**src/hw/pdc_pkg.sv**
```systemverilog
// Constants, field positions and types shared by the power-state control block.
// Assumes a single 125 MHz system clock and byte-wide register access.
package pdc_pkg;

  // ----------------------------------------------------------------
  // Register offsets
  // ----------------------------------------------------------------
  localparam logic [7:0] ADDR_CONV = 8'h3E;
  localparam logic [7:0] ADDR_DEV = 8'h3F;

  // ----------------------------------------------------------------
  // Converter control fields
  // ----------------------------------------------------------------
  localparam int POS_TRACK = 6;
  localparam int POS_PSKIP_CORE2 = 5;
  localparam int POS_PSKIP_CORE1 = 4;
  localparam int POS_PSKIP_IO = 3;
  localparam int POS_PAD_SEL = 2;
  localparam int POS_SYNC_HI = 1;
  localparam int POS_SYNC_LO = 0;
  localparam logic TRACK_RST = 1'b0;
  localparam logic PAD_SEL_RST = 1'b0;
  localparam logic [1:0] SYNC_RST = 2'h1;
  localparam logic [1:0] SYNC_PHASE = 2'h1;
  localparam logic [1:0] SYNC_PLAIN = 2'h3;

  // ----------------------------------------------------------------
  // Device state control fields
  // ----------------------------------------------------------------
  localparam int POS_SHUT_REV = 7;
  localparam int POS_CAL_DIS = 6;
  localparam int POS_SLOW_SEL = 5;
  localparam int POS_SCALE_PORT = 4;
  localparam int POS_OFF_CORERST = 3;
  localparam int POS_HOLD_ON = 2;
  localparam int POS_SLEEP_OK = 1;
  localparam int POS_OFF_REQ = 0;
  localparam logic SHUT_REV_RST = 1'b0;
  localparam logic CAL_DIS_RST = 1'b0;
  localparam logic SCALE_PORT_RST = 1'b1;
  localparam logic OFF_BIT_RST = 1'b0;

  // ----------------------------------------------------------------
  // Regulator four voltage codes (50 mV steps from 0.8 V)
  // ----------------------------------------------------------------
  localparam logic [5:0] SEL_NORM_MIN = 6'h04;
  localparam logic [5:0] SEL_NORM_MAX = 6'h32;
  localparam logic [5:0] SEL_TRACK_MIN = 6'h00;
  localparam logic [5:0] SEL_TRACK_MAX = 6'h0E;

  // ----------------------------------------------------------------
  // Timing and sizes
  // ----------------------------------------------------------------
  localparam int CLK_MHZ = 125;
  localparam int SLOT_TIME_US = 200;
  localparam int SLOT_CYCLES = SLOT_TIME_US * CLK_MHZ;
  localparam int NUM_RES = 8;

  typedef enum logic [2:0] {
    ST_OFF = 3'b000,
    ST_UP = 3'b001,
    ST_ACTIVE = 3'b010,
    ST_SLEEP = 3'b011,
    ST_DOWN = 3'b100
  } pdc_state_t;

endpackage : pdc_pkg

```
**src/hw/pdc_res_seq.sv**
```systemverilog
// Resource enable sequencer: turns resources on in order, and off either
// all at once or in reverse order, one per time slot.
// Assumes start pulses arrive only while the sequencer is idle.
`timescale 1ns/1ps
`default_nettype none
module pdc_res_seq
  import pdc_pkg::*;
#(
  parameter int N = NUM_RES,
  parameter int SLOT = SLOT_CYCLES
) (
  input wire logic clk_sys,
  input wire logic rst,
  input wire logic upStart,
  input wire logic downStart,
  input wire logic reverse,
  output logic [N-1:0] resEnable,
  output logic seqDone
);

  localparam int IW = (N > 1) ? $clog2(N) : 1;
  localparam logic [IW-1:0] LAST = IW'(N - 1);

  logic busyReg;
  logic dirUpReg;
  logic [IW-1:0] idxReg;
  logic [31:0] slotReg;
  logic slotEnd;

  assign slotEnd = (slotReg == 32'(SLOT - 1));

  always_ff @(posedge clk_sys) begin
    if (rst || !busyReg || slotEnd) begin
      slotReg <= '0;
    end else begin
      slotReg <= slotReg + 32'h1;
    end
  end

  always_ff @(posedge clk_sys) begin
    seqDone <= 1'b0;
    if (rst) begin
      busyReg <= 1'b0;
      dirUpReg <= 1'b1;
      idxReg <= '0;
      resEnable <= '0;
    end else if (upStart) begin
      busyReg <= 1'b1;
      dirUpReg <= 1'b1;
      idxReg <= '0;
      resEnable <= '0;
    end else if (downStart) begin
      if (reverse) begin
        busyReg <= 1'b1;
        dirUpReg <= 1'b0;
        idxReg <= LAST;
      end else begin
        resEnable <= '0;
        seqDone <= 1'b1;
      end
    end else if (busyReg && slotEnd) begin
      resEnable[idxReg] <= dirUpReg;
      if (dirUpReg ? (idxReg == LAST) : (idxReg == '0)) begin
        busyReg <= 1'b0;
        seqDone <= 1'b1;
      end else begin
        idxReg <= dirUpReg ? idxReg + IW'(1) : idxReg - IW'(1);
      end
    end
  end
endmodule : pdc_res_seq
`default_nettype wire

```
**src/hw/pdc_state_ctrl.sv**
```systemverilog
// Converter control and device power-state control registers with the
// state machine they steer.
// Assumes register accesses are already decoded from the control serial
// port, and all inputs are synchronous to clk_sys.
`timescale 1ns/1ps
`default_nettype none
module pdc_state_ctrl
  import pdc_pkg::*;
#(
  parameter int SLOT = SLOT_CYCLES,
  parameter int NRES = NUM_RES
) (
  input wire logic clk_sys,
  input wire logic rst,
  input wire logic generalRst,
  input wire logic turnOffRst,
  input wire logic [7:0] regAddr,
  input wire logic [7:0] regWrData,
  input wire logic regWrEn,
  output logic [7:0] regRdData,
  input wire logic [2:0] bootPulseSkip,
  input wire logic bootHoldOn,
  input wire logic bootSlowClkSel,
  input wire logic powerOnEvent,
  input wire logic extOffEvent,
  input wire logic sleepSignal,
  input wire logic coreOneActive,
  input wire logic [5:0] regulatorFourSel,
  output pdc_state_t deviceState,
  output logic [NRES-1:0] resEnable,
  output logic coreReset,
  output logic regulatorFourTrack,
  output logic [5:0] regulatorFourSelEff,
  output logic core2PulseSkipEn,
  output logic core1PulseSkipEn,
  output logic ioRailPulseSkipEn,
  output logic generalPinTwoClkIn,
  output logic convSyncEn,
  output logic convPhaseShift,
  output logic calendarClkGate,
  output logic calendarReset,
  output logic slowClkSourceSel,
  output logic scalingPortSelect
);

  // ----------------------------------------------------------------
  // Helpers
  // ----------------------------------------------------------------
  function automatic logic [5:0] pdcClamp(input logic [5:0] v, input logic [5:0] lo,
                                          input logic [5:0] hi);
    if (v < lo) begin
      return lo;
    end else if (v > hi) begin
      return hi;
    end else begin
      return v;
    end
  endfunction : pdcClamp

  // ----------------------------------------------------------------
  // Declarations
  // ----------------------------------------------------------------
  logic [6:0] convReg;
  logic [7:0] devReg;
  pdc_state_t stateReg;
  pdc_state_t stateNext;
  logic wrConv;
  logic wrDev;
  logic offPend;
  logic seqUp;
  logic seqDown;
  logic seqDone;
  logic enterOff;
  logic offRstNow;
  logic coreRstReg;

  assign wrConv = regWrEn && (regAddr == ADDR_CONV);
  assign wrDev = regWrEn && (regAddr == ADDR_DEV);
  assign offPend = devReg[POS_OFF_REQ] || devReg[POS_OFF_CORERST];
  assign enterOff = (stateReg == ST_DOWN) && seqDone;
  // Reaching OFF fires the turn-off reset domain internally.
  assign offRstNow = turnOffRst || enterOff;

  // ----------------------------------------------------------------
  // Converter control register
  // ----------------------------------------------------------------
  // Writes are ordered after the domain resets, so a write that lands in
  // the same cycle as a domain reset is kept.
  always_ff @(posedge clk_sys) begin
    if (rst) begin
      convReg <= {TRACK_RST, bootPulseSkip, PAD_SEL_RST, SYNC_RST};
    end else begin
      if (offRstNow) begin
        convReg[POS_TRACK] <= TRACK_RST;
        convReg[POS_PSKIP_CORE2:POS_PSKIP_IO] <= bootPulseSkip;
      end
      if (generalRst) begin
        convReg[POS_PAD_SEL] <= PAD_SEL_RST;
        convReg[POS_SYNC_HI:POS_SYNC_LO] <= SYNC_RST;
      end
      if (wrConv) begin
        convReg <= regWrData[6:0];
      end
    end
  end

  // ----------------------------------------------------------------
  // Device state control register
  // ----------------------------------------------------------------
  always_ff @(posedge clk_sys) begin
    if (rst) begin
      devReg <= {SHUT_REV_RST, CAL_DIS_RST, bootSlowClkSel, SCALE_PORT_RST,
                 OFF_BIT_RST, bootHoldOn, OFF_BIT_RST, OFF_BIT_RST};
    end else begin
      if (offRstNow) begin
        devReg[POS_OFF_CORERST] <= OFF_BIT_RST;
        devReg[POS_SLEEP_OK] <= OFF_BIT_RST;
        devReg[POS_OFF_REQ] <= OFF_BIT_RST;
      end
      if (generalRst) begin
        devReg[POS_SHUT_REV] <= SHUT_REV_RST;
        devReg[POS_CAL_DIS] <= CAL_DIS_RST;
        devReg[POS_SLOW_SEL] <= bootSlowClkSel;
        devReg[POS_SCALE_PORT] <= SCALE_PORT_RST;
        devReg[POS_HOLD_ON] <= bootHoldOn;
      end
      if (wrDev) begin
        devReg <= regWrData;
      end
    end
  end

  always_ff @(posedge clk_sys) begin
    if (rst) begin
      regRdData <= 8'h00;
    end else if (regAddr == ADDR_CONV) begin
      regRdData <= {1'b0, convReg};
    end else if (regAddr == ADDR_DEV) begin
      regRdData <= devReg;
    end else begin
      regRdData <= 8'h00;
    end
  end

  // ----------------------------------------------------------------
  // Power state machine
  // ----------------------------------------------------------------
  always_comb begin
    stateNext = stateReg;
    seqUp = 1'b0;
    seqDown = 1'b0;
    case (stateReg)
      ST_OFF: begin
        if (powerOnEvent) begin
          stateNext = ST_UP;
          seqUp = 1'b1;
        end
      end
      ST_UP: begin
        if (seqDone) begin
          stateNext = ST_ACTIVE;
        end
      end
      ST_ACTIVE, ST_SLEEP: begin
        if (offPend || (extOffEvent && !devReg[POS_HOLD_ON])) begin
          stateNext = ST_DOWN;
          seqDown = 1'b1;
        end else if (stateReg == ST_ACTIVE) begin
          if (devReg[POS_SLEEP_OK] && sleepSignal) begin
            stateNext = ST_SLEEP;
          end
        end else if (!devReg[POS_SLEEP_OK] || !sleepSignal) begin
          stateNext = ST_ACTIVE;
        end
      end
      ST_DOWN: begin
        if (seqDone) begin
          stateNext = ST_OFF;
        end
      end
      default: begin
        stateNext = ST_OFF;
      end
    endcase
  end

  always_ff @(posedge clk_sys) begin
    if (rst) begin
      stateReg <= ST_OFF;
    end else begin
      stateReg <= stateNext;
    end
  end

  always_ff @(posedge clk_sys) begin
    if (rst || enterOff) begin
      coreRstReg <= 1'b0;
    end else if (seqDown && devReg[POS_OFF_CORERST]) begin
      coreRstReg <= 1'b1;
    end
  end

  pdc_res_seq #(
    .N(NRES),
    .SLOT(SLOT)
  ) u_seq (
    .clk_sys(clk_sys),
    .rst(rst),
    .upStart(seqUp),
    .downStart(seqDown),
    .reverse(devReg[POS_SHUT_REV]),
    .resEnable(resEnable),
    .seqDone(seqDone)
  );

  // ----------------------------------------------------------------
  // Registered control outputs
  // ----------------------------------------------------------------
  always_ff @(posedge clk_sys) begin
    if (rst) begin
      regulatorFourTrack <= 1'b0;
      regulatorFourSelEff <= SEL_NORM_MIN;
    end else begin
      regulatorFourTrack <= convReg[POS_TRACK] && coreOneActive;
      regulatorFourSelEff <= convReg[POS_TRACK]
        ? pdcClamp(regulatorFourSel, SEL_TRACK_MIN, SEL_TRACK_MAX)
        : pdcClamp(regulatorFourSel, SEL_NORM_MIN, SEL_NORM_MAX);
    end
  end

  always_ff @(posedge clk_sys) begin
    if (rst) begin
      core2PulseSkipEn <= 1'b1;
      core1PulseSkipEn <= 1'b1;
      ioRailPulseSkipEn <= 1'b1;
      generalPinTwoClkIn <= PAD_SEL_RST;
      convSyncEn <= 1'b1;
      convPhaseShift <= 1'b1;
    end else begin
      core2PulseSkipEn <= convReg[POS_PSKIP_CORE2];
      core1PulseSkipEn <= convReg[POS_PSKIP_CORE1];
      ioRailPulseSkipEn <= convReg[POS_PSKIP_IO];
      generalPinTwoClkIn <= convReg[POS_PAD_SEL];
      case (convReg[POS_SYNC_HI:POS_SYNC_LO])
        SYNC_PHASE: begin
          convSyncEn <= 1'b1;
          convPhaseShift <= 1'b1;
        end
        SYNC_PLAIN: begin
          convSyncEn <= 1'b1;
          convPhaseShift <= 1'b0;
        end
        default: begin
          convSyncEn <= 1'b0;
          convPhaseShift <= 1'b0;
        end
      endcase
    end
  end

  always_ff @(posedge clk_sys) begin
    if (rst) begin
      calendarClkGate <= CAL_DIS_RST;
      calendarReset <= CAL_DIS_RST;
      slowClkSourceSel <= 1'b0;
      scalingPortSelect <= SCALE_PORT_RST;
    end else begin
      calendarClkGate <= devReg[POS_CAL_DIS];
      calendarReset <= devReg[POS_CAL_DIS];
      slowClkSourceSel <= devReg[POS_SLOW_SEL];
      scalingPortSelect <= devReg[POS_SCALE_PORT];
    end
  end

  assign deviceState = stateReg;
  assign coreReset = coreRstReg;
endmodule : pdc_state_ctrl
`default_nettype wire

```
**config.mk**
```make
export PLATFORM = sky130hd
export DESIGN_NAME = pdc_state_ctrl
export DESIGN_NICKNAME = d
export VERILOG_FILES = /design/src/hw/pdc_pkg.sv /design/src/hw/pdc_res_seq.sv /design/src/hw/pdc_state_ctrl.sv
export SDC_FILE = /design/constraint.sdc
export NUM_CORES = 1
export LEC_CHECK = 0
export ABC_AREA = 1
export BUFFER_PORTS_ARGS = -buffer_cell sky130_fd_sc_hd__buf_2
export CAP_MARGIN = 20
export CORE_MARGIN = 2
export CORE_UTILIZATION = 40
export CTS_BUF_LIST = sky130_fd_sc_hd__clkbuf_16
export CTS_CLUSTER_DIAMETER = 50
export DETAILED_ROUTE_END_ITERATION = 8
export HOLD_SLACK_MARGIN = 0.12
export PLACE_DENSITY = 0.69
export SYNTH_ARGS = -nofsm -noshare
export SYNTH_HDL_FRONTEND = slang
export SYNTH_SLANG_ARGS = --single-unit
```
**constraint.sdc**
```tcl
create_clock -name clk_sys -period 2 [get_ports clk_sys]
set_input_delay 0.4 -clock clk_sys [delete_from_list [all_inputs] [get_ports clk_sys]]
set_output_delay 0.4 -clock clk_sys [all_outputs]
set_load 0.01 [all_outputs]
```
* Word-level counts from Yosys, hierarchy flattened *
Cells that the tools add are included.

storage, ports and cells
  register bits = 89
  bits of input ports = 36
  output and inout bits = 37
  word-level logic and storage cells = 148

operators by class
  add/sub/neg operators = 3
  magnitude comparators = 6
  equality and inequality tests = 19
  multiplexer cells = 52
  bitwise gates (word level) = 1
  reductions and logical operators = 40

operators with widths
  operator                                                               count
  6-bit 2-to-1 mux                                                       7
  3-bit 2-to-1 mux                                                       13
  32-bit by 1-bit adder with 32-bit output (second input constant)       1
  32-bit by 15-bit == test with 1-bit output (second input constant)     1
  8-bit 2-to-1 mux                                                       4
  7-bit 2-to-1 mux                                                       3
  1-bit 2-to-1 mux                                                       19
  8-bit by 6-bit == test with 1-bit output (second input constant)       2
  3-bit one-hot mux with 4 select lines                                  1
  3-bit nonzero test                                                     4
  2-bit nonzero test                                                     5
  1-bit logical AND                                                      9
  8-bit bitwise mux                                                      1
  4-bit 2-to-1 mux                                                       2
  2-bit inequality test (second input constant)                          4
  4-bit inequality test (second input constant)                          2
  1-bit logical OR                                                       7
  3-bit by 2-bit == test with 1-bit output (second input constant)       2
  3-bit == test (second input constant)                                  2
  6-bit by 4-bit > comparator with 1-bit output (second input constant)  1
  6-bit > comparator (second input constant)                             1
  3-bit zero test                                                        2
  6-bit by 1-bit < comparator with 1-bit output (second input constant)  1
  6-bit by 3-bit < comparator with 1-bit output (second input constant)  1
  18 further kinds                                                       26

* Logic depth before layout (Yosys ltp) *
Gate-level depths: netlist of run 1.

  depth in word-level cells = 7
  gate-level depth with buffers = 12
  depth with buffers taken out = 12

* By module *
From an unflattened synthesis of run 1, not the netlist that was laid out.

unflattened totals
  cells, all modules = 631
  area total of the unflattened synthesis = 4375.4 µm²

modules (own cells, without submodules)
  module          instances  cells an instance  area each (µm²)  seq. area each (µm²)
  pdc_res_seq     1          411                2623.8           920.9
  pdc_state_ctrl  1          220                1751.7           910.9

* Least setup slack after synthesis of run 1 *
Ideal clock, no wire load.

  kind = input to register
  from = input regAddr[7]
  to = register devReg[2] (data pin)
  library setup time = 260 ps
  arrival time = 1254 ps
  path slack = 486 ps
  stages = 6
  buffers on the path = 0
  cells stage by stage = nor3_2 nand2_2 nor2_2 nand2_2 nand2_1 o21ai_0

between the ends
  cells in the longest elaborated chain, start to end = 4

ends and longest elaborated chain
  item                                      RTL line               source
  from (decl)                               pdc_state_ctrl.sv:17   input wire logic [7:0] regAddr,
  8-bit by 6-bit == test with 1-bit output  pdc_state_ctrl.sv:78   assign wrDev = regWrEn && (regAddr == ADDR_DEV);
  1-bit logical AND                         pdc_state_ctrl.sv:78
  8-bit 2-to-1 mux                          pdc_state_ctrl.sv:127  if (wrDev) begin
  6-bit 2-to-1 mux                          pdc_state_ctrl.sv:111  if (rst) begin
  to (signal assigned)                      pdc_state_ctrl.sv:112  devReg <= {SHUT_REV_RST, CAL_DIS_RST, bootSlowClkSel, SCALE_PORT_RST,
  to (signal, indexed assignment)           pdc_state_ctrl.sv:125  devReg[POS_HOLD_ON] <= bootHoldOn;
  to (signal assigned)                      pdc_state_ctrl.sv:128  devReg <= regWrData;
  to (decl)                                 pdc_state_ctrl.sv:64   logic [7:0] devReg;

No other way between the ends.
A chain may end at the register's enable or synchronous reset.

* Worst setup path in the final report of run 1 *
  from = register u_seq.slotReg[24]
  to = register u_seq.slotReg[22]

between the ends
  cells in the longest elaborated chain, start to end = 2

ends and longest elaborated chain
  item                                        RTL line           source
  from (decl)                                 pdc_res_seq.sv:27  logic [31:0] slotReg;
  from (signal assigned)                      pdc_res_seq.sv:36  slotReg <= slotReg + 32'h1;
  32-bit by 15-bit == test with 1-bit output  pdc_res_seq.sv:30  assign slotEnd = (slotReg == 32'(SLOT - 1));
  1-bit logical OR                            pdc_res_seq.sv:33  if (rst || !busyReg || slotEnd) begin

No other way between the ends.

==> results.py, run 1 <==
metrics = {
    "status": {
        "status": "finished, final reports clean",
    },
    "setup_path": {
        "arrival_ns": 1.97,
        "crit_path_end_kind": "register",
        "cp.required_ns": 2.24,
        "worstPathMaxFanout": 10,
        "path_class": "reg2reg",
        "rrSetupSlack_ns": 0.27,
        "startpoint_type": "register",
        "r2r-end": "u_seq.slotReg[22]",
        "crit_path_start": "u_seq.slotReg[24]",
        "r2r_cells": 9,
        "rr_startpoint": "u_seq.slotReg[24]",
    },
    "sta": {
        "fin_worst_skew_ns": 0.00942,
        "hold_viol_final": 0,
        "finalSetupTns_ns": 0,
        "period_needed_ns": 1.73,
        "setup_viol": 0,
        "maxSlewViolCount": 0,
        "period_share_pct": 86.7,
        "relSlewSlack_pct": 71.1,
        "whs_ns": 0.285,
        "rsz0062_at_grt": "false",
        "worstMarginPinSlew_ns": 0.430,
        "fmax_mhz": 577,
    },
    "finish": {
        "syn2layout_area_growth_pct": 19.9,
        "instances_no_fill": 795,
        "antenna_cells": 0,
        "final_util_pct": 49.3,
        "final_cell_mix": "nand2_1 (122), dfxtp_1 (84), inv_1 (78)",
        "nets": 692,
        "final_layout_size_suffix_gt1_share_pct": 20.8,
        "layout_commonest_cell": "nand2_1",
    },
    "route": {
        "wirelength_mm": 10.1,
        "routedWlPerCell_um": 12.6,
        "viasPerCell": 5.07,
        "drtIter0Drc": 226,
        "antenna_left": 0,
        "vias": 4032,
        "route.detailed.drc": 0,
        "dr.pass1.iters": 5,
    },
    "cts": {
        "cts_buffers": 9,
        "cts_buffer_depth": 2,
        "cts_setup_buffers": 0,
        "hold_buffers": 0,
        "clk_latency_ns": 0.34,
        "cts_resized": 0,
        "cts_num_sinks": 89,
        "htree_levels": 3,
        "cts_tree": "yes",
        "path_clk_slew_ns": 0.07,
        "root_buffer": "clkbuf_16",
    },
    "synthesis": {
        "ys_seq_area_share_pct": 43.4,
        "ys_async_sr_fraction_pct": 0,
        "avgSynthCellArea_um2": 7.34,
        "synth_edf_count": 5,
        "syn_area_um2": 4220,
        "yosys_register_bits": 89,
        "synthFlopType": "dfxtp_1",
        "yosysUniqueCellTypes": 46,
        "synth_nets": 613,
        "ys_warn_count": 0,
        "syn_inst": 575,
    },
    "power": {
        "ir_drop_v": 0.000576,
        "p_clk_share_pct": 41.3,
        "finalPower_uw": 4320,
        "power.density_nw_per_um2": 853,
        "internal-power_uw": 3080,
        "p_leak_uw": 0.00220,
        "pwr-share-comb_pct": 14.4,
        "seq_power_share_pct": 44.3,
        "switching_share_pct": 28.7,
        "p_switching_uw": 1240,
    },
    "floorplanning": {
        "io_pins": 73,
        "core_um2": 10300,
        "rows": 37,
        "die_h_um": 107,
        "die_area_um2": 11400,
        "fp.dieW_um": 107,
        "initial_core_util_pct": 41.1,
    },
    "worst_hold_path": {
        "hold_end": "regulatorFourTrack",
        "holdPathStages": 3,
        "hp-class": "in2reg",
        "worstHoldStart": "coreOneActive",
    },
    "global_routing": {
        "grt_pass1_wl_mm": 17.3,
        "antenna_found_initial": 0,
        "grt_pass1_vias": 3899,
        "grt_remaining_overflow": 0,
        "grt_start_max_net_pins": 20,
        "grtUsageTotal_pct": 18.6,
    },
    "place": {
        "dpl.cell_count": 779,
        "gp_congestion": 0.895,
        "numPortBuffers": 72,
        "dp_hpwl_mm": 7.62,
    },
    "run": {
        "maxCapViolations": 0,
    },
}
-- critical path, cell delays in order (launching register included) --
cell and delay (ns):
dfxtp_1 0.34, inv_1 0.10, nand2_1 0.08, nor2_1 0.13, nand2_1 0.08, nor2_2 0.25, nand2_1 0.10, nand3_2 0.21
inv_2 0.13, and3_1 0.20
-- per-stage QoR --
step,instance area (um2),worst slack [ns]
global route,5060,0.109
finish,5060,0.267
floorplan,4220,0.486
CTS,5060,0.249
detailed placement,4740,0.245
global placement,4740,0.232
-- sequential cells by signal (all words and copies together) (netlist names), 3 cells and up --
| name | cells |
|---|---|
| u_seq.slotReg | 32 |
| devReg | 8 |
| regRdData | 8 |
| u_seq.resEnable | 8 |
| convReg | 7 |
| regulatorFourSelEff | 6 |
| deviceState | 3 |
| u_seq.idxReg | 3 |
-- synthesized netlist by cell type (4+ instances only) --
| master | count | area, um2 |
|---|---|---|
| inv_1 | 78 | 293 |
| dfxtp_1 | 84 | 1680 |
| nand2_4 | 5 | 56.3 |
| nor2_2 | 5 | 31.3 |
| nand2_2 | 5 | 31.3 |
| or2_2 | 7 | 43.8 |
| o21ai_0 | 17 | 85.1 |
| nand2_1 | 122 | 458 |
| a21oi_1 | 38 | 190 |
| o32ai_1 | 4 | 35.0 |
| nor2_1 | 69 | 259 |
| nand4_1 | 10 | 62.6 |
| nand3_1 | 23 | 115 |
| edfxtp_1 | 5 | 150 |
| o21ai_1 | 8 | 40.0 |
| inv_2 | 4 | 15.0 |
| nor3_1 | 29 | 145 |
| o22ai_1 | 9 | 56.3 |
| xor2_1 | 6 | 52.6 |
-- metal layers --
metal	vias to the layer above	GRT usage (%)	part of all wire (%)	routed length, um
met5	-	0	0	0
met1	1816	23.4	45	4520
met4	0	9.46	3.5	351
li1	2031	-	-	-
met3	32	3.77	6.3	637
met2	153	30.2	45	4550
-- power by group through the flow --
stage | combinational (uW) | sequential, uW | clock, uW
3_3_place_gp | 601 | 1950 | 0
3_5_place_dp | 611 | 1950 | 0
6_report | 622 | 1910 | 1780
2_1_floorplan | 435 | 1960 | 0
5_1_grt | 702 | 1920 | 1910
4_1_cts | 617 | 1910 | 1820
-- worst max-delay path by stage --
stage,endpoint,slack [ns],cells after the start
final,u_seq.slotReg[22],0.27,9
after global placement,convReg[5],0.23,5
after CTS,u_seq.slotReg[22],0.25,8
after global routing,u_seq.slotReg[22],0.11,9
after floorplan,devReg[2],0.49,6
after detailed placement,convReg[5],0.24,5
-- cell families (layout without fill, tap and decap cells) --
logic type,count (synthesis),after routing,share of synthesized area [%]
fa+ha+maj,2,2,0.771
xor+xnor,8,8,1.66
compound gates,89,89,12.3
simple gates,294,294,33.0
buf+inv,93,177,8.80
flops,89,89,43.4
-- area by class of cell --
type / count / area, um2
fillers: 1018 / 5220
multi-input cells: 393 / 2020
flip-flops and latches: 89 / 1830
repair buffers: 78 / 405
inverters: 83 / 312
clock buffers: 9 / 225
well taps: 136 / 170
clock inverters: 7 / 100
No activity file was read; power rests on OpenSTA's default activity.
==> run 2: changes to the inputs <==
SETUP_SLACK_MARGIN = 0.3   (was default)
==> results.py, run 2 (synthesis results as in run 1) <==
metrics = {
    "run": {
        "maxCapViolations": 0,
    },
    "route": {
        "vias": 4045,
        "met3_length_um": 662,
        "antenna_left": 0,
        "route.met2.wl_mm": 4.68,
        "viasPerCell": 5.05,
        "top_layer": "met4",
        "routedWlPerCell_um": 12.7,
        "wl_met1_mm": 4.52,
        "drtIter0Drc": 202,
        "dr.pass1.iters": 5,
        "wirelength_mm": 10.2,
        "route.detailed.drc": 0,
    },
    "global_routing": {
        "grt_start_max_net_pins": 20,
        "grt_remaining_overflow": 0,
        "grtUsageTotal_pct": 18.6,
        "grt_pass1_wl_mm": 17.4,
        "antenna_found_initial": 0,
        "grt_pass1_vias": 3907,
    },
    "finish": {
        "antenna_cells": 0,
        "fill_cells": 1002,
        "final_layout_size_suffix_gt1_share_pct": 25.1,
        "syn2layout_area_growth_pct": 22.9,
        "top_register": "u_seq.slotReg",
        "nets": 698,
        "layout_commonest_cell": "nand2_1",
        "final_cell_mix": "nand2_1 (120), dfxtp_1 (74), inv_1 (73)",
        "instances_no_fill": 801,
        "largest_reg_flops": 32,
    },
    "cts": {
        "cts_buffer_depth": 2,
        "cts_buffers": 9,
        "cts_tree": "yes",
        "cts_num_sinks": 89,
        "path_clk_slew_ns": 0.07,
        "htree_levels": 3,
        "clk_latency_ns": 0.34,
        "root_buffer": "clkbuf_16",
    },
    "sta": {
        "fin_worst_skew_ns": 0.00980,
        "period_share_pct": 78.6,
        "period_needed_ns": 1.57,
        "relSlewSlack_pct": 71.2,
        "fmax_mhz": 636,
        "worstMarginPinSlew_ns": 0.428,
        "rsz0062_at_grt": "true",
        "hold_viol_final": 0,
        "finalSetupTns_ns": 0,
        "whs_ns": 0.285,
        "setup_viol": 0,
        "maxSlewViolCount": 0,
    },
    "place": {
        "gp_congestion": 0.895,
        "dp_hpwl_mm": 7.62,
        "numPortBuffers": 72,
        "dpl.cell_count": 779,
    },
    "setup_path": {
        "cp.required_ns": 2.24,
        "crit_path_end_kind": "register",
        "startpoint_type": "register",
        "worstPathMaxFanout": 7,
        "arrival_ns": 1.81,
        "path_class": "reg2reg",
    },
    "floorplanning": {
        "die_area_um2": 11400,
        "io_pins": 73,
        "rows": 37,
        "fp.dieW_um": 107,
        "initial_core_util_pct": 41.1,
        "core_um2": 10300,
        "die_h_um": 107,
    },
    "status": {
        "status": "finished, final reports clean",
    },
    "power": {
        "p_leak_uw": 0.00224,
        "ir_drop_v": 0.000576,
        "power.density_nw_per_um2": 838,
        "finalPower_uw": 4350,
    },
    "worst_hold_path": {
        "hp-class": "in2reg",
    },
}
-- run 2: changes by cell type in the layout (fill, tap and decap cells not counted), sizes merged --
| cell | before | now |
|---|---|---|
| buf | 78 | 84 |
-- run 2: final timing paths --
check              startpoint                  to  slack, ns  depth (start not counted)
min reg2reg        convReg[5]    core2PulseSkipEn       0.44                          2
max reg2reg  u_seq.slotReg[0]  u_seq.resEnable[3]       0.43                         10
max          u_seq.slotReg[0]  u_seq.resEnable[3]       0.43                         10
min             coreOneActive  regulatorFourTrack       0.28                          3
-- run 2: repair_timing --
| action | in CTS | in global routing |
|---|---|---|
| resized for setup | 1 | 33 |
| gates cloned | 0 | 0 |
| setup buffers | 0 | 6 |
| endpoints found under the setup margin | 7 | 37 |
| hold buffers | 0 | 0 |
| pin swaps | 0 | 5 |
-- run 2: through the flow --
stage | utilization [%] | setup WS (ns) | cell area (um2)
2_1_floorplan | - | 0.486 | 4220
3_3_place_gp | 46.1 | 0.232 | 4740
3_5_place_dp | 46.1 | 0.245 | 4740
4_1_cts | 49.3 | 0.302 | 5070
5_1_grt | 50.5 | 0.269 | 5190
6_report | 50.5 | 0.429 | 5190
-- run 2: area by class of cell --
type / instances / area, um2 / share of cell area (%)
Inverter: 83 / 319 / 6.15
Clock inverter: 7 / 100 / 1.93
Tap cell: 136 / 170 / 3.28
Clock buffer: 9 / 225 / 4.34
Timing Repair Buffer: 84 / 450 / 8.68
Sequential cell: 89 / 1850 / 35.6
Multi-Input combinational cell: 393 / 2080 / 40.0
-- run 2: routing by layer --
metal	up-vias	GRT usage (%)
met1	1827	23.4
met4	0	9.46
met3	27	3.77
li1	2044	-
met5	-	0
met2	147	30.3
-- run 2: worst max-delay path, stage by stage, from the launching register on --
cell and delay (ns):
dfxtp_4 0.37, ha_4 0.15, nand2_1 0.05, nor2_1 0.10, nand2_1 0.10, nor2_4 0.15
nand3_4 0.12, nand2_4 0.13, nand2_4 0.09, o21ai_1 0.14, nor2_1 0.06
-- run 2: power breakdown --
part | total (uW) | internal [uW] | switching, uW
combinational | 645 | 236 | 410
sequential | 1920 | 1860 | 65.3
clock | 1780 | 1010 | 775
total | 4350 | 3100 | 1250
==> run 3: changes to the inputs <==
clock period = 1.5 ns   (was 2 ns; I/O delays follow)
==> results.py, run 3 (synthesis results as in run 1) <==
metrics = {
    "status": {
        "status": "complete, but fails checks",
        "violations": "negative setup slack",
    },
    "setup_path": {
        "endpoint": "u_seq.resEnable[2]",
        "r2r-end": "u_seq.resEnable[2]",
        "r2r_cells": 10,
        "worstPathMaxFanout": 7,
        "rr_startpoint": "u_seq.slotReg[1]",
        "crit_path_end_kind": "register",
        "cp.required_ns": 1.73,
        "arrival_ns": 1.77,
        "startpoint_type": "register",
        "path_class": "reg2reg",
        "rrSetupSlack_ns": -0.04,
        "crit_path_start": "u_seq.slotReg[1]",
    },
    "power": {
        "power.density_nw_per_um2": 1020,
        "p_clk_share_pct": 36.3,
        "seq_power_share_pct": 41.8,
        "ir_drop_v": 0.000695,
        "finalPower_uw": 6230,
        "p_switching_uw": 1860,
        "pwr-share-comb_pct": 22.0,
        "internal-power_uw": 4370,
        "switching_share_pct": 29.9,
        "p_leak_uw": 0.00265,
    },
    "finish": {
        "nets": 766,
        "largest_reg_flops": 32,
        "layout_commonest_cell": "nand2_1",
        "top_register": "u_seq.slotReg",
        "final_cell_mix": "nand2_1 (106), buf_4 (72), buf_2 (70)",
        "instances_no_fill": 869,
        "syn2layout_area_growth_pct": 45.1,
        "final_util_pct": 59.6,
        "final_layout_size_suffix_gt1_share_pct": 41.7,
        "antenna_cells": 0,
    },
    "place": {
        "dpl.cell_count": 832,
        "dp_hpwl_mm": 8.42,
        "gp_congestion": 0.880,
        "pre_cts_ws_ns": -0.0268,
        "numPortBuffers": 72,
    },
    "cts": {
        "clk_latency_ns": 0.34,
        "root_buffer": "clkbuf_16",
        "htree_levels": 3,
        "cts_buffer_depth": 2,
        "path_clk_slew_ns": 0.07,
        "hold_buffers": 0,
        "cts_tree": "yes",
        "cts_buffers": 9,
        "cts_num_sinks": 89,
    },
    "route": {
        "routedWlPerCell_um": 13.6,
        "vias": 4390,
        "route.detailed.drc": 0,
        "drtIter0Drc": 206,
        "viasPerCell": 5.05,
        "wirelength_mm": 11.9,
        "dr.pass1.iters": 5,
        "antenna_left": 0,
    },
    "sta": {
        "fmax_mhz": 649,
        "maxSlewViolCount": 0,
        "worstMarginPinSlew_ns": 0.345,
        "rsz0062_at_grt": "true",
        "period_needed_ns": 1.54,
        "worst_slack_ns": -0.0401,
        "relSlewSlack_pct": 76.8,
        "period_share_pct": 103,
        "hold_viol_final": 0,
        "setup_viol": 8,
        "finalSetupTns_ns": -0.131,
        "fin_worst_skew_ns": 0.00995,
    },
    "run": {
        "maxCapViolations": 0,
    },
    "global_routing": {
        "grtUsageTotal_pct": 20.4,
        "grt_pass1_vias": 4392,
        "grt_remaining_overflow": 0,
        "antenna_found_initial": 0,
        "grt_start_max_net_pins": 16,
        "grt_pass1_wl_mm": 19.1,
    },
    "floorplanning": {
        "die_h_um": 107,
        "io_pins": 73,
        "initial_core_util_pct": 41.1,
        "fp.dieW_um": 107,
        "die_area_um2": 11400,
        "core_um2": 10300,
        "rows": 37,
    },
    "worst_hold_path": {
        "hp-class": "in2reg",
        "worstHoldStart": "coreOneActive",
    },
}
==> run 3: changes by cell type in the layout (fill, tap and decap cells not counted), moves of 8 or more <==
cell	previous run	this run
nor2_1	65	53
nor3_1	28	19
nor2_4	4	12
nor3_2	3	11
nand3_1	22	14
dfxtp_1	74	63
o21ai_0	17	9
buf_4	12	72
nand2_1	120	106
==> run 3: power groups by stage <==
stage	clock, uW	combinational, uW	sequential, uW
5_1_grt	2370	1480	2610
6_report	2260	1370	2600
2_1_floorplan	0	653	2640
4_1_cts	2270	1160	2580
3_5_place_dp	0	957	2640
3_3_place_gp	0	937	2630
==> run 3: cell type report <==
cell class,count,area [um2]
Fill cell,897,4150
Sequential cell,89,1870
Multi-Input combinational cell,393,2440
Tap cell,136,170
Timing Repair Buffer,151,1000
Clock inverter,7,70.1
Inverter,83,335
Clock buffer,9,225
Timing Repair inverter,1,7.51
==> run 3: how the worst min path moves through the flow <==
stage	endpoint	slack [ns]	cells past startpoint
2_1_floorplan	core2PulseSkipEn	0.41	2
3_3_place_gp	u_seq.slotReg[0]	0.43	1
3_5_place_dp	core2PulseSkipEn	0.43	2
4_1_cts	regulatorFourTrack	0.19	3
5_1_grt	regulatorFourTrack	0.20	3
6_report	regulatorFourTrack	0.19	3
==> run 3: worst max-delay path, cell delays in order, from the launching register on <==
cell	delay, ns
dfxtp_2	0.36
ha_4	0.14
nand2_1	0.04
nor2_1	0.09
nand2_1	0.09
nor2_4	0.15
nand3_4	0.11
nand2_4	0.15
nand2_8	0.09
o21ai_2	0.14
nor2_1	0.05
==> run 3: layer usage <==
layer  track usage, %  wire length [um]
met5                0                 0
met4             6.22               150
met3             4.74               742
met2             36.8              6080
met1             24.0              4880
==> run 3: repair_timing <==
action / 4_1_cts / 5_1_grt
pin swaps: 23 / 17
buffers inserted: 14 / 6
endpoints found under the hold margin: 0 / 0
gates cloned: 1 / 0
gates resized for setup: 65 / 46
endpoints found under the setup margin: 56 / 62
==> run 3: through the flow <==
| step | hold slack [ns] | area [um2] |
|---|---|---|
| floorplan | 0.408 | 4380 |
| global placement | 0.433 | 5290 |
| detailed placement | 0.430 | 5290 |
| CTS | 0.186 | 5910 |
| global route | 0.200 | 6120 |
| finish | 0.193 | 6120 |
